File: src/rtl/sspg_pkg.sv
// Package: register map, field layout and constants for the spread profile generator
package sspg_pkg;

   // APB register offsets (byte addresses)
   localparam logic [7:0] SSPG_CTRL_OFS = 8'h00;
   localparam logic [7:0] SSPG_SHAPE_LO_OFS = 8'h04;
   localparam logic [7:0] SSPG_SHAPE_HI_OFS = 8'h08;
   localparam logic [7:0] SSPG_STATUS_OFS = 8'h0c;

   // Control register fields
   localparam int SSPG_STEP_LSB = 0;
   localparam int SSPG_STEP_W = 4;
   localparam int SSPG_NSAMP_LSB = 4;
   localparam int SSPG_NSAMP_W = 3;
   localparam int SSPG_OFFSET_LSB = 8;
   localparam int SSPG_OFFSET_W = 6;
   localparam int SSPG_DITHER_BIT = 16;
   localparam int SSPG_DOUBLE_BIT = 17;

   // Shape samples: twelve four-bit deltas
   localparam int SSPG_NUM_SAMPLES = 12;
   localparam int SSPG_SAMPLE_W = 4;
   localparam int SSPG_SAMPLES_PER_WORD = 8;

   // Effective count arithmetic
   localparam int SSPG_NSAMP_MULT = 2;
   localparam int SSPG_STEP_ADD = 2;
   localparam int SSPG_QUADRANTS = 4;

   // Output value width (offset plus doubled sum, with headroom)
   localparam int SSPG_VALUE_W = 8;

   // Reset values
   localparam logic [31:0] SSPG_CTRL_RST = 32'h0000_0000;
   localparam logic [31:0] SSPG_SHAPE_RST = 32'h0000_0000;
   localparam logic [15:0] SSPG_LFSR_SEED = 16'hace1;

   typedef enum logic [1:0] {
      SSPG_Q_UP_POS,
      SSPG_Q_DOWN_POS,
      SSPG_Q_UP_NEG,
      SSPG_Q_DOWN_NEG
   } sspg_quad_e;

endpackage : sspg_pkg

File: src/rtl/sspg_lfsr.sv
// Free-running pseudo-random bit source for dithering
module sspg_lfsr
   import sspg_pkg::*;
(
   // Clock and reset
   input wire logic mclk,
   input wire logic srst,
   // Random output
   output logic rand_bit
);
   logic [15:0] lfsr_q;

   // Taps 16,14,13,11: maximal length
   always_ff @(posedge mclk)
   begin
      if (srst)
      begin
         lfsr_q <= SSPG_LFSR_SEED;
      end
      else
      begin
         lfsr_q <= {lfsr_q[14:0], lfsr_q[15] ^ lfsr_q[13] ^ lfsr_q[12] ^ lfsr_q[10]};
      end
   end

   assign rand_bit = lfsr_q[0];
endmodule : sspg_lfsr

File: src/rtl/sspg_top.sv
// Spread spectrum profile generator with APB configuration registers
//
// The APB interface to the registers and the address map were decided locally.
module sspg_top
   import sspg_pkg::*;
(
   // Clock and reset
   input wire logic mclk,
   input wire logic srst,
   // APB slave
   input wire logic psel,
   input wire logic penable,
   input wire logic pwrite,
   input wire logic [7:0] paddr,
   input wire logic [31:0] pwdata,
   output logic [31:0] prdata,
   output logic pready,
   output logic pslverr,
   // Modulator feed
   output logic signed [sspg_pkg::SSPG_VALUE_W:0] mod_value,
   output logic mod_active
);
   import sspg_pkg::*;

   // ------------------------------------------------------------
   // Configuration registers
   // ------------------------------------------------------------
   logic [31:0] ctrl_q;
   logic [31:0] shape_lo_q;
   logic [31:0] shape_hi_q;

   logic [SSPG_STEP_W-1:0] step_field;
   logic [SSPG_NSAMP_W-1:0] nsamp_field;
   logic [SSPG_OFFSET_W-1:0] offset_field;
   logic dither_enable;
   logic amplitude_double;
   logic [SSPG_SAMPLE_W-1:0] delta_shape_sample [SSPG_NUM_SAMPLES];

   assign step_field = ctrl_q[SSPG_STEP_LSB +: SSPG_STEP_W];
   assign nsamp_field = ctrl_q[SSPG_NSAMP_LSB +: SSPG_NSAMP_W];
   assign offset_field = ctrl_q[SSPG_OFFSET_LSB +: SSPG_OFFSET_W];
   assign dither_enable = ctrl_q[SSPG_DITHER_BIT];
   assign amplitude_double = ctrl_q[SSPG_DOUBLE_BIT];

   // Unpack twelve deltas from two words
   genvar gi;
   generate
      for (gi = 0; gi < SSPG_NUM_SAMPLES; gi++)
      begin : g_samp
         if (gi < SSPG_SAMPLES_PER_WORD)
         begin : g_lo
            assign delta_shape_sample[gi] = shape_lo_q[gi*SSPG_SAMPLE_W +: SSPG_SAMPLE_W];
         end
         else
         begin : g_hi
            assign delta_shape_sample[gi] =
               shape_hi_q[(gi-SSPG_SAMPLES_PER_WORD)*SSPG_SAMPLE_W +: SSPG_SAMPLE_W];
         end
      end
   endgenerate

   // ------------------------------------------------------------
   // APB slave: one wait state, error on unmapped address
   // ------------------------------------------------------------
   logic apb_access;
   logic addr_hit;
   assign apb_access = psel && penable && !pready;

   always_comb
   begin
      if (paddr == SSPG_CTRL_OFS)
      begin
         addr_hit = 1'b1;
      end
      else if (paddr == SSPG_SHAPE_LO_OFS)
      begin
         addr_hit = 1'b1;
      end
      else if (paddr == SSPG_SHAPE_HI_OFS)
      begin
         addr_hit = 1'b1;
      end
      else if (paddr == SSPG_STATUS_OFS)
      begin
         addr_hit = 1'b1;
      end
      else
      begin
         addr_hit = 1'b0;
      end
   end

   // Ready pulses one cycle into the access phase
   always_ff @(posedge mclk)
   begin
      if (srst)
      begin
         pready <= 1'b0;
         pslverr <= 1'b0;
      end
      else
      begin
         pready <= apb_access;
         pslverr <= apb_access && !addr_hit;
      end
   end

   always_ff @(posedge mclk)
   begin
      if (srst)
      begin
         ctrl_q <= SSPG_CTRL_RST;
         shape_lo_q <= SSPG_SHAPE_RST;
         shape_hi_q <= SSPG_SHAPE_RST;
      end
      else if (apb_access && pwrite)
      begin
         if (paddr == SSPG_CTRL_OFS)
         begin
            ctrl_q <= pwdata & 32'h0003_3f7f;
         end
         else if (paddr == SSPG_SHAPE_LO_OFS)
         begin
            shape_lo_q <= pwdata;
         end
         else if (paddr == SSPG_SHAPE_HI_OFS)
         begin
            shape_hi_q <= {16'h0000, pwdata[15:0]};
         end
      end
   end

   // ------------------------------------------------------------
   // Profile sequencer
   // ------------------------------------------------------------
   sspg_quad_e quad_q;
   logic [4:0] step_cnt_q;
   logic [3:0] samp_idx_q;
   logic [6:0] acc_q;
   logic [4:0] step_len;
   logic [3:0] nsamp_eff;
   logic enable;
   logic step_done;
   logic last_samp;
   logic first_samp;

   assign enable = (step_field != '0);
   assign step_len = 5'(step_field) + 5'(SSPG_STEP_ADD);
   assign nsamp_eff = 4'(nsamp_field) * 4'(SSPG_NSAMP_MULT);
   assign step_done = (step_cnt_q == step_len - 5'd1);
   assign last_samp = (samp_idx_q == nsamp_eff - 4'd1);
   assign first_samp = (samp_idx_q == 4'd0);

   // Step timer
   always_ff @(posedge mclk)
   begin
      if (srst || !enable)
      begin
         step_cnt_q <= '0;
      end
      else if (step_done)
      begin
         step_cnt_q <= '0;
      end
      else
      begin
         step_cnt_q <= step_cnt_q + 5'd1;
      end
   end

   // Quadrant walk: up adds deltas, down removes them in reverse; each quadrant
   // holds nsamp_eff steps so a cycle is 4 * Nssc * Tssc detector cycles
   always_ff @(posedge mclk)
   begin
      if (srst || !enable)
      begin
         quad_q <= SSPG_Q_UP_POS;
         samp_idx_q <= '0;
         acc_q <= '0;
      end
      else if (step_done)
      begin
         case (quad_q)
            SSPG_Q_UP_POS, SSPG_Q_UP_NEG:
            begin
               acc_q <= acc_q + 7'(delta_shape_sample[samp_idx_q]);
               if (last_samp)
               begin
                  quad_q <= (quad_q == SSPG_Q_UP_POS) ? SSPG_Q_DOWN_POS : SSPG_Q_DOWN_NEG;
               end
               else
               begin
                  samp_idx_q <= samp_idx_q + 4'd1;
               end
            end
            default:
            begin
               acc_q <= acc_q - 7'(delta_shape_sample[samp_idx_q]);
               if (first_samp)
               begin
                  quad_q <= (quad_q == SSPG_Q_DOWN_POS) ? SSPG_Q_UP_NEG : SSPG_Q_UP_POS;
               end
               else
               begin
                  samp_idx_q <= samp_idx_q - 4'd1;
               end
            end
         endcase
      end
   end

   // ------------------------------------------------------------
   // Output value
   // ------------------------------------------------------------
   logic rand_bit;
   logic signed [SSPG_VALUE_W:0] swing;
   logic signed [SSPG_VALUE_W:0] value_d;

   sspg_lfsr u_lfsr
   (
      .mclk(mclk),
      .srst(srst),
      .rand_bit(rand_bit)
   );

   always_comb
   begin
      swing = amplitude_double ? $signed({1'b0, acc_q, 1'b0})
                               : $signed({2'b00, acc_q});
      if (quad_q == SSPG_Q_UP_NEG || quad_q == SSPG_Q_DOWN_NEG)
      begin
         swing = -swing;
      end
      // Offset shifts the centre; zero offset leaves centre spread
      value_d = $signed({3'b000, offset_field}) + swing;
      if (dither_enable)
      begin
         value_d[0] = value_d[0] ^ rand_bit;
      end
   end

   always_ff @(posedge mclk)
   begin
      if (srst)
      begin
         mod_value <= '0;
         mod_active <= 1'b0;
      end
      else
      begin
         mod_value <= enable ? value_d : '0;
         mod_active <= enable;
      end
   end

   // ------------------------------------------------------------
   // Read path
   // ------------------------------------------------------------
   always_ff @(posedge mclk)
   begin
      if (srst)
      begin
         prdata <= '0;
      end
      else if (apb_access && !pwrite)
      begin
         if (paddr == SSPG_CTRL_OFS)
         begin
            prdata <= ctrl_q;
         end
         else if (paddr == SSPG_SHAPE_LO_OFS)
         begin
            prdata <= shape_lo_q;
         end
         else if (paddr == SSPG_SHAPE_HI_OFS)
         begin
            prdata <= shape_hi_q;
         end
         else if (paddr == SSPG_STATUS_OFS)
         begin
            prdata <= {13'h0000, enable, quad_q, samp_idx_q, 5'h00, acc_q};
         end
         else
         begin
            prdata <= '0;
         end
      end
   end
endmodule : sspg_top

File: config.mk
export PLATFORM = sky130hd
export DESIGN_NAME = sspg_top
export DESIGN_NICKNAME = d
export VERILOG_FILES = /design/src/rtl/sspg_pkg.sv /design/src/rtl/sspg_lfsr.sv /design/src/rtl/sspg_top.sv
export SDC_FILE = /design/constraint.sdc
export NUM_CORES = 1
export LEC_CHECK = 0
export CAP_MARGIN = 15
export CORE_UTILIZATION = 30
export CTS_BUF_LIST = sky130_fd_sc_hd__clkbuf_4
export DETAILED_ROUTE_END_ITERATION = 7
export DONT_BUFFER_PORTS = 1
export PLACE_DENSITY = 0.45
export SLEW_MARGIN = 20
export SYNTH_ARGS = -nofsm -noshare
export SYNTH_HDL_FRONTEND = slang
export SYNTH_SLANG_ARGS = --single-unit
File: constraint.sdc
create_clock -name mclk -period 4.6 [get_ports mclk]
set_input_delay 0.46 -clock mclk [delete_from_list [all_inputs] [get_ports mclk]]
set_output_delay 0.46 -clock mclk [all_outputs]
set_load 0.1 [all_outputs]
# Word level (Yosys, flattened, before mapping)
# Cells that the tools add are included.
[totals]
regBits = 141
latchBits = 0
mem_bits_rw = 0
mem_bits_ro = 0
input_bits = 45
out_inout_bits = 44
wordCells = 90
n_memories = 0
[op_classes]
addsub = 10
mul = 0
n_div = 0
n_lt_le_gt_ge = 1
n_eq_ne = 11
shift = 0
muxes = 23
n_bitwise = 8
n_reduce_logical = 24
[ops]
columns = ["operator", "count"]
rows = [
  ["$mux W32", 2],
  ["$mux W19", 2],
  ["$mux W4", 5],
  ["$bmux W4 S4", 1],
  ["$eq A8 B4 Y1 const B", 2],
  ["$mux W2", 5],
  ["$add A7 B9 Y9", 1],
  ["$mux W9", 1],
  ["$neg A8 Y9", 1],
  ["$reduce_and A3 Y1", 3],
  ["$eq A8 B3 Y1 const B", 1],
  ["$logic_not A8 Y1", 1],
  ["$mux W8", 1],
  ["$sub A4 B1 Y4 const B", 2],
  ["$add A7 B4 Y7", 1],
  ["$mux W7", 1],
  ["$sub A7 B4 Y7", 1],
  ["$reduce_or A2 Y1", 3],
  ["$add A4 B2 Y5 const B", 1],
  ["$add A5 B1 Y5 const B", 1],
  ["$eq A5 B5 Y1", 1],
  ["$ge A5 B5 Y1 const B", 1],
  ["$logic_and A1 B1 Y1", 5],
  ["$mux W1", 5],
  ["18 further kinds", 29],
]

# Longest topological paths before layout
# Gate-level depths: netlist of the first run.
[logic_depth]
ltp_word = 7
ltp_mapped = 17
mapped_depth_nobuf = 15

# By module
# From an unflattened synthesis of the first run, not the netlist that was laid out.
[unflattened]
cells_unflattened = 769
area_unflattened_um2 = 6671.4
[by_module_without_submodules]
columns = ["module", "n_inst", "cells_per_inst", "area_per_inst_um2", "seq_area_each_um2"]
rows = [
  ["sspg_top", 1, 733, 6217.2, 2502.4],
  ["sspg_lfsr", 1, 36, 454.2, 320.3],
]

# Worst setup path after synthesis of the first run
# OpenSTA, ideal clock, no wires.
[synth_path]
path_type = "register -> register"
startpoint = "reg samp_idx_q[1]"
endpoint = "reg acc_q[6]"
arrival_time_ns = 3.447
setup_slack_ns = 1.083
path_stages_with_launch = 18
path_buffers = 2
cell_sequence = "dfxtp_1 buf_6 buf_2 mux4_2 nand2_1 a21oi_1 a31oi_1 ha_1 nor2_1 a21oi_1 fa_1 a21o_1 a21oi_1 o21bai_1 a21oi_1 xnor2_1 or3_1 a21oi_1"
[synth_between]
elab_chain_len = 6
word_cells_on_any_way = 7
classes_between = "add/sub: 2; mux: 4; bitwise: 1"
[synth_lines]
columns = ["element", "line", "source"]
rows = [
  ["from (decl)", "sspg_top.sv:138", "logic [3:0] samp_idx_q;"],
  ["from (signal assigned)", "sspg_top.sv:193", "samp_idx_q <= samp_idx_q + 4'd1;"],
  ["from (signal assigned)", "sspg_top.sv:205", "samp_idx_q <= samp_idx_q - 4'd1;"],
  ["$not A4 Y5 (implied by the code) (*)", "sspg_top.sv:186, sspg_top.sv:198", ""],
  ["$bmux W4 S4 (*)", "sspg_top.sv:186, sspg_top.sv:198", ""],
  ["$mux W4 (implied by the code) (*) (2 in a row)", "sspg_top.sv:186, sspg_top.sv:198", ""],
  ["$sub A7 B4 Y7 / $add A7 B4 Y7 (equally long branches)", "sspg_top.sv:198, sspg_top.sv:186", ""],
  ["$mux W7 (*)", "sspg_top.sv:183", "case (quad_q)"],
  ["to (signal assigned)", "sspg_top.sv:186", "acc_q <= acc_q + 7'(delta_shape_sample[samp_idx_q]);"],
  ["to (signal assigned)", "sspg_top.sv:198", "acc_q <= acc_q - 7'(delta_shape_sample[samp_idx_q]);"],
  ["to (decl)", "sspg_top.sv:139", "logic [6:0] acc_q;"],
]
# Mark *: on every way between the ends. The rest lies on a longest branch, timed or not. The select of a mux whose other input is x is not followed.
# A chain may end at the register's enable or synchronous reset.

# Final worst setup path of the first run
[layout_path]
startpoint = "reg samp_idx_q[0]"
endpoint = "reg acc_q[6]"
# The elaborated chain is that of the path after synthesis.

==> results of run 1 <==
## power breakdown
part	leakage [nW]	internal (mW)	switching, mW	total [mW]
Sequential	1.14	1.23	0.00654	1.24
Clock	0.177	0.447	0.489	0.935
Combinational	1.55	0.0356	0.0446	0.0803
Total	2.87	1.71	0.540	2.25
## state kept, by name, summed over array words and instances (netlist names)
signal         cells
mod_value          9
u_lfsr.lfsr_q     16
pready             1
shape_hi_q        16
samp_idx_q         4
shape_lo_q        32
quad_q             2
prdata            32
step_cnt_q         5
ctrl_q            15
mod_active         1
pslverr            1
acc_q              7
## cell families (layout without fill, tap and decap cells)
logic type	Yosys count	count (layout)	share of synthesized area
buffers and inverters	76	102	0.0452
AND/OR/NAND/NOR	284	284	0.181
other	0	3	0
adder cells (fa/ha/maj)	27	27	0.0534
multiplexers	52	52	0.0977
AO/OA/AOI/OAI	174	174	0.154
flip-flops	141	141	0.418
XOR/XNOR	39	39	0.0506
## critical path, delay by kind of cell, from the launching register on
kind / cells / cell delay (ns)
xor gates and xnor gates: 1 / 0.09
muxes: 1 / 0.33
AOI/OAI and AO/OA: 8 / 1.22
and+or+nand+nor: 3 / 0.49
adders and majority gates: 2 / 0.73
buffers and inverters: 1 / 0.31
DFF: 1 / 0.55
## how the worst max path moves through the flow
stage	end	slack, ns	depth (start not counted)
6_report	acc_q[6]	0.79	16
3_5_place_dp	acc_q[6]	0.79	16
2_1_floorplan	acc_q[6]	1.08	17
4_1_cts	acc_q[6]	0.76	16
5_1_grt	acc_q[6]	0.55	16
3_3_place_gp	acc_q[6]	0.88	16
## cell usage in the layout, fill, tap and decap left out, types with 5 or more instances in the layout
cell and n:
a21o_1 6, a21oi_1 97, a221oi_1 11, a22oi_1 16, buf_4 12, clkbuf_4 19, clkinv_4 5, dfxtp_1 141
dlygate4sd3_1 32, ha_1 24, inv_1 24, mux2_2 11, mux2i_1 31, mux4_2 10, nand2_1 119, nand2b_1 6
nand3_1 11, nor2_1 98, nor2b_1 11, nor3_1 12, o21ai_0 19, o21bai_1 5, or2_2 9, xnor2_1 26
xor2_1 13
## through the flow
step	cells	instance area (um^2)	worst slack, ns	util
2_1_floorplan	793	6750	1.08	-
3_3_place_gp	1034	7000	0.876	0.319
3_5_place_dp	1034	7000	0.787	0.319
5_1_grt	1101	7680	0.554	0.350
6_report	1102	7680	0.787	0.350
4_1_cts	1098	7670	0.761	0.349
## cells in the mapped netlist, drive strengths merged, types with 4 or more instances
cell type | n | area share
o21ai | 19 | 0.014
nand2 | 119 | 0.066
mux2i | 31 | 0.046
xnor2 | 26 | 0.034
dfxtp | 141 | 0.42
a221oi | 11 | 0.014
nand3 | 11 | 0.0082
a21oi | 98 | 0.073
buf | 9 | 0.0080
nor2 | 98 | 0.054
a22oi | 16 | 0.018
inv | 25 | 0.014
nor2b | 11 | 0.010
nor3 | 14 | 0.010
mux2 | 11 | 0.018
or2 | 10 | 0.0093
ha | 24 | 0.044
a21o | 6 | 0.0067
mux4 | 10 | 0.033
xor2 | 13 | 0.017
clkbuf | 42 | 0.023
nand2b | 7 | 0.0076
and3 | 4 | 0.0037
o21bai | 5 | 0.0056
## layer usage
layer | track usage | part of all wire | vias to the layer above | wire length, um
met5 | 0 | 0 | - | 0
met4 | 0.0544 | 0.014 | 0 | 281
met3 | 0.0385 | 0.047 | 20 | 923
met2 | 0.274 | 0.46 | 138 | 8990
met1 | 0.235 | 0.48 | 2505 | 9400
li1 | - | - | 2752 | -
## final cells by class
class	instances	area share
multi-input combinational	576	0.474
antenna	3	0.000977
sequential	141	0.367
clock buffer	19	0.0186
clock inverter	13	0.0248
tap	280	0.0456
timing repair buffer	45	0.0570
inverter	25	0.0122
## timing repair
| item | in CTS | in global routing |
|---|---|---|
| gates resized for setup | 0 | 0 |
| hold buffers | 32 | 1 |
| hold endpoints to repair | 111 | 1 |
==> flow_summary.json, run 1 <==
{
  "post_cts_buffers": 0,
  "synth_seq_area_share": 0.418,
  "cts_tree": "yes",
  "drt-pass1-iter-count": 7,
  "netlist_instances": 793,
  "die_area_mm2": 0.0231,
  "crit_top_cell": "a21oi_1",
  "layout.nets": 878,
  "place_congestion": 0.768,
  "place_hpwl_um": 13400,
  "timing.fmax_mhz": 262,
  "num-fill-cells": 2323,
  "whs_path_depth": 2,
  "holdWs_ns": 0.0331,
  "routed_via_density": 4.91,
  "grt_pass1_wl_um": 30500,
  "crit_type": "reg2reg",
  "overflow": 0,
  "final_hold_viol_count": 0,
  "vdd_drop_max_v": 0.000139,
  "power_mw": 2.25,
  "min_period_ns": 3.81,
  "yosysWarnings": 0,
  "powerDensity_mw_per_mm2": 293,
  "ioPinCount": 89,
  "crit_required_ns": 5.09,
  "dr.first_iter.drc_count": 330,
  "worstPathMaxFanout": 14,
  "clk_pin_slew_ns": 0.13,
  "first_global_vias": 5107,
  "finalCritPeriodShare": 0.829,
  "routedWlPerCell_um": 17.8,
  "multi_input_area_mm2": 0.00364,
  "num_rows": 54,
  "p_leak_nw": 2.87,
  "cts-root-buf": "clkbuf_4",
  "critPathCaptureType": "flip-flop",
  "clkLatencyLatePin_ns": 0.56,
  "crit_start": "samp_idx_q[0]",
  "ys_types": 52,
  "syn_area_mm2": 0.00675,
  "critPathLaunchType": "flip-flop",
  "async_flop_share": 0,
  "cp.arrival_ns": 4.30,
  "setup_violations": 0,
  "die_h_um": 152,
  "r2r_start": "samp_idx_q[0]",
  "synthFlopType": "dfxtp_1",
  "numCtsBuffers": 17,
  "rr_worst_depth": 16,
  "clock_skew_ns": 0.0203,
  "fp.dieW_um": 152,
  "ys_ff_latch": 141,
  "relSlewSlack": 0.284,
  "antenna_left": 0,
  "routed-via-count": 5415,
  "area_delta_synth_final_pct": 13.8,
  "wl_um": 19600,
  "core_area_mm2": 0.0220,
  "path_cells": "buf_4, mux4_2, nand2_1, a21oi_1, a31oi_1, ha_1, nor2_1, a21oi_1, fa_1, a21o_1, a21oi_1, o21bai_1, a21oi_1, xnor2_1, or3_1, a21oi_1",
  "drive_gt1_frac": 0.101,
  "drc": 8,
  "grt_use_total": 0.173,
  "hp-start": "pwdata[28]",
  "tightest_slew_ns": 1.07,
  "cts_buffer_depth": 2,
  "tns_ns": 0,
  "cap_violations": 0,
  "hold_end": "shape_lo_q[28]",
  "io_buffers": 0,
  "grt_max_degree": 112,
  "violations": "DRC",
  "cts_sinks": 141,
  "r2r_slack_ns": 0.79,
  "syn_area_per_cell_um2": 8.51,
  "outcome": "complete, but fails checks",
  "synth_edf_count": 0,
  "slowest_delay_ns": 0.55,
  "hp-class": "in2reg",
  "r2r-end": "acc_q[6]",
  "antenna_found_initial": 2,
  "initial_core_util": 0.307,
  "rsz0062_at_grt": "false",
  "ff_latch_area_mm2": 0.00282,
  "cp_slowest_cell": "dfxtp_1",
  "htree_levels": 4,
  "syn_nets": 865,
  "slew_violations": 0
}
Note: power is estimated with default switching activity, not from simulation.
==> run 2, diff against run 1 <==
==> constraint.sdc (replaced) <==
create_clock -name mclk -period 3.8 [get_ports mclk]
set_input_delay 0.38 -clock mclk [delete_from_list [all_inputs] [get_ports mclk]]
set_output_delay 0.38 -clock mclk [all_outputs]
set_load 0.1 [all_outputs]
==> flow_summary.json, run 2 (synthesis results as in run 1) <==
{
  "final_cells": 1115,
  "grt_pass1_wl_um": 31000,
  "min_period_ns": 3.54,
  "critPathCaptureType": "flip-flop",
  "drc": 8,
  "busiest_layer": "met2",
  "power_mw": 2.65,
  "relSlewSlack": 0.289,
  "initial_core_util": 0.307,
  "io_buffers": 0,
  "ioPinCount": 89,
  "layout.nets": 892,
  "final_hold_viol_count": 0,
  "worstPathMaxFanout": 6,
  "rsz0062_at_grt": "false",
  "hold_end": "prdata[14]",
  "seqPwrFrac": 0.565,
  "antenna_left": 0,
  "cts_sinks": 141,
  "grt_use_total": 0.176,
  "num_rows": 54,
  "die_area_mm2": 0.0231,
  "holdWs_ns": 0.105,
  "crit_type": "reg2reg",
  "fp.dieW_um": 152,
  "core_area_mm2": 0.0220,
  "rr_worst_depth": 14,
  "r2r_start": "samp_idx_q[0]",
  "met2_usage": 0.281,
  "clock_skew_ns": 0.0246,
  "finalWorstSetupSlack_ns": 0.259,
  "cts-root-buf": "clkbuf_4",
  "outcome": "complete, but fails checks",
  "r2r-end": "acc_q[6]",
  "p_leak_nw": 2.91,
  "grt_max_degree": 114,
  "hp-start": "paddr[3]",
  "tns_ns": 0,
  "area_delta_synth_final_pct": 15.1,
  "dr.first_iter.drc_count": 300,
  "cp.arrival_ns": 4.03,
  "timing.fmax_mhz": 282,
  "crit_required_ns": 4.29,
  "critPathLaunchType": "flip-flop",
  "routed-via-count": 5490,
  "hp-class": "in2reg",
  "routed_via_density": 4.92,
  "swShare": 0.248,
  "cap_violations": 0,
  "clk_pin_slew_ns": 0.13,
  "intPower_mw": 1.99,
  "powerDensity_mw_per_mm2": 341,
  "place_congestion": 0.786,
  "clkLatencyLatePin_ns": 0.57,
  "dp_slack_ns": 0.134,
  "whs_path_depth": 4,
  "final_cell_mix": "dfxtp_1 (139), nand2_1 (119), nor2_1 (98)",
  "tightest_slew_ns": 1.06,
  "violations": "DRC",
  "cts_buffer_depth": 2,
  "finalCritPeriodShare": 0.932,
  "setup_violations": 0,
  "die_h_um": 152,
  "clkPwrFrac": 0.395,
  "drt-pass1-iter-count": 7,
  "pwr-share-comb": 0.039,
  "top_regs": "prdata x32, shape_lo_q x32",
  "routedWlPerCell_um": 17.7,
  "place_hpwl_um": 13800,
  "overflow": 0,
  "vdd_drop_max_v": 0.000212,
  "switching_power_uw": 658,
  "slew_violations": 0,
  "numCtsBuffers": 17,
  "crit_start": "samp_idx_q[0]",
  "dp.cells": 1044,
  "first_global_vias": 5243,
  "r2r_slack_ns": 0.26,
  "drive_gt1_frac": 0.113,
  "final_common_cell": "dfxtp_1",
  "htree_levels": 4,
  "placed_area_mm2": 0.00707,
  "gr-usage-met1": 0.234,
  "cts_tree": "yes",
  "final_util": 0.354,
  "antenna_found_initial": 2,
  "use_met3": 0.0419,
  "wl_um": 19700,
  "num-fill-cells": 2297,
  "stdcell_area_mm2": 0.00777,
  "post_cts_buffers": 0
}
==> run 2: area by class of cell <==
class / count / area (um^2) / area share
sequential: 141 / 2830 / 0.364
inverter: 25 / 93.8 / 0.0121
tap: 280 / 350 / 0.0451
clock buffer: 17 / 128 / 0.0164
timing repair buffer: 59 / 553 / 0.0712
multi-input combinational: 576 / 3640 / 0.469
antenna: 2 / 5.00 / 0.000644
clock inverter: 15 / 170 / 0.0219
==> run 2: power groups by stage <==
| stage | Sequential [mW] | Combinational [mW] | Clock [mW] |
|---|---|---|---|
| 2_1_floorplan | 1.53 | 0.0554 | 0 |
| 3_3_place_gp | 1.53 | 0.0457 | 0 |
| 3_5_place_dp | 1.53 | 0.0455 | 0 |
| 4_1_cts | 1.50 | 0.105 | 1.08 |
| 5_1_grt | 1.50 | 0.113 | 1.16 |
| 6_report | 1.50 | 0.105 | 1.05 |
==> run 2: what timing repair did <==
item                                   CTS  global route
gates resized for setup                  0             3
setup endpoints to repair                0             1
endpoints found under the hold margin  113             0
hold buffers                            37             0
==> run 2: worst max-delay path by stage <==
stage / end / slack [ns]
after floorplan: acc_q[6] / 0.28
after global placement: acc_q[6] / 0.19
after detailed placement: acc_q[6] / 0.13
after CTS: acc_q[6] / 0.09
after global routing: acc_q[6] / 0.01
final: acc_q[6] / 0.26
==> run 2: metal layers <==
| layer | vias to the layer above | wire (um) |
|---|---|---|
| li1 | 2768 | - |
| met1 | 2571 | 9450 |
| met2 | 129 | 9090 |
| met3 | 22 | 831 |
| met4 | 0 | 338 |
| met5 | - | 0 |
==> run 2: worst max-delay path, cell delays in order, from the launching register on <==
cell,delay (ns)
dfxtp_2,0.44
buf_4,0.20
mux4_2,0.51
a31oi_2,0.24
ha_1,0.26
nor2_1,0.10
a21oi_1,0.09
fa_1,0.45
a21o_1,0.18
a21oi_1,0.21
o21bai_1,0.09
a21oi_1,0.17
xnor2_1,0.09
or3_1,0.30
a21oi_1,0.13
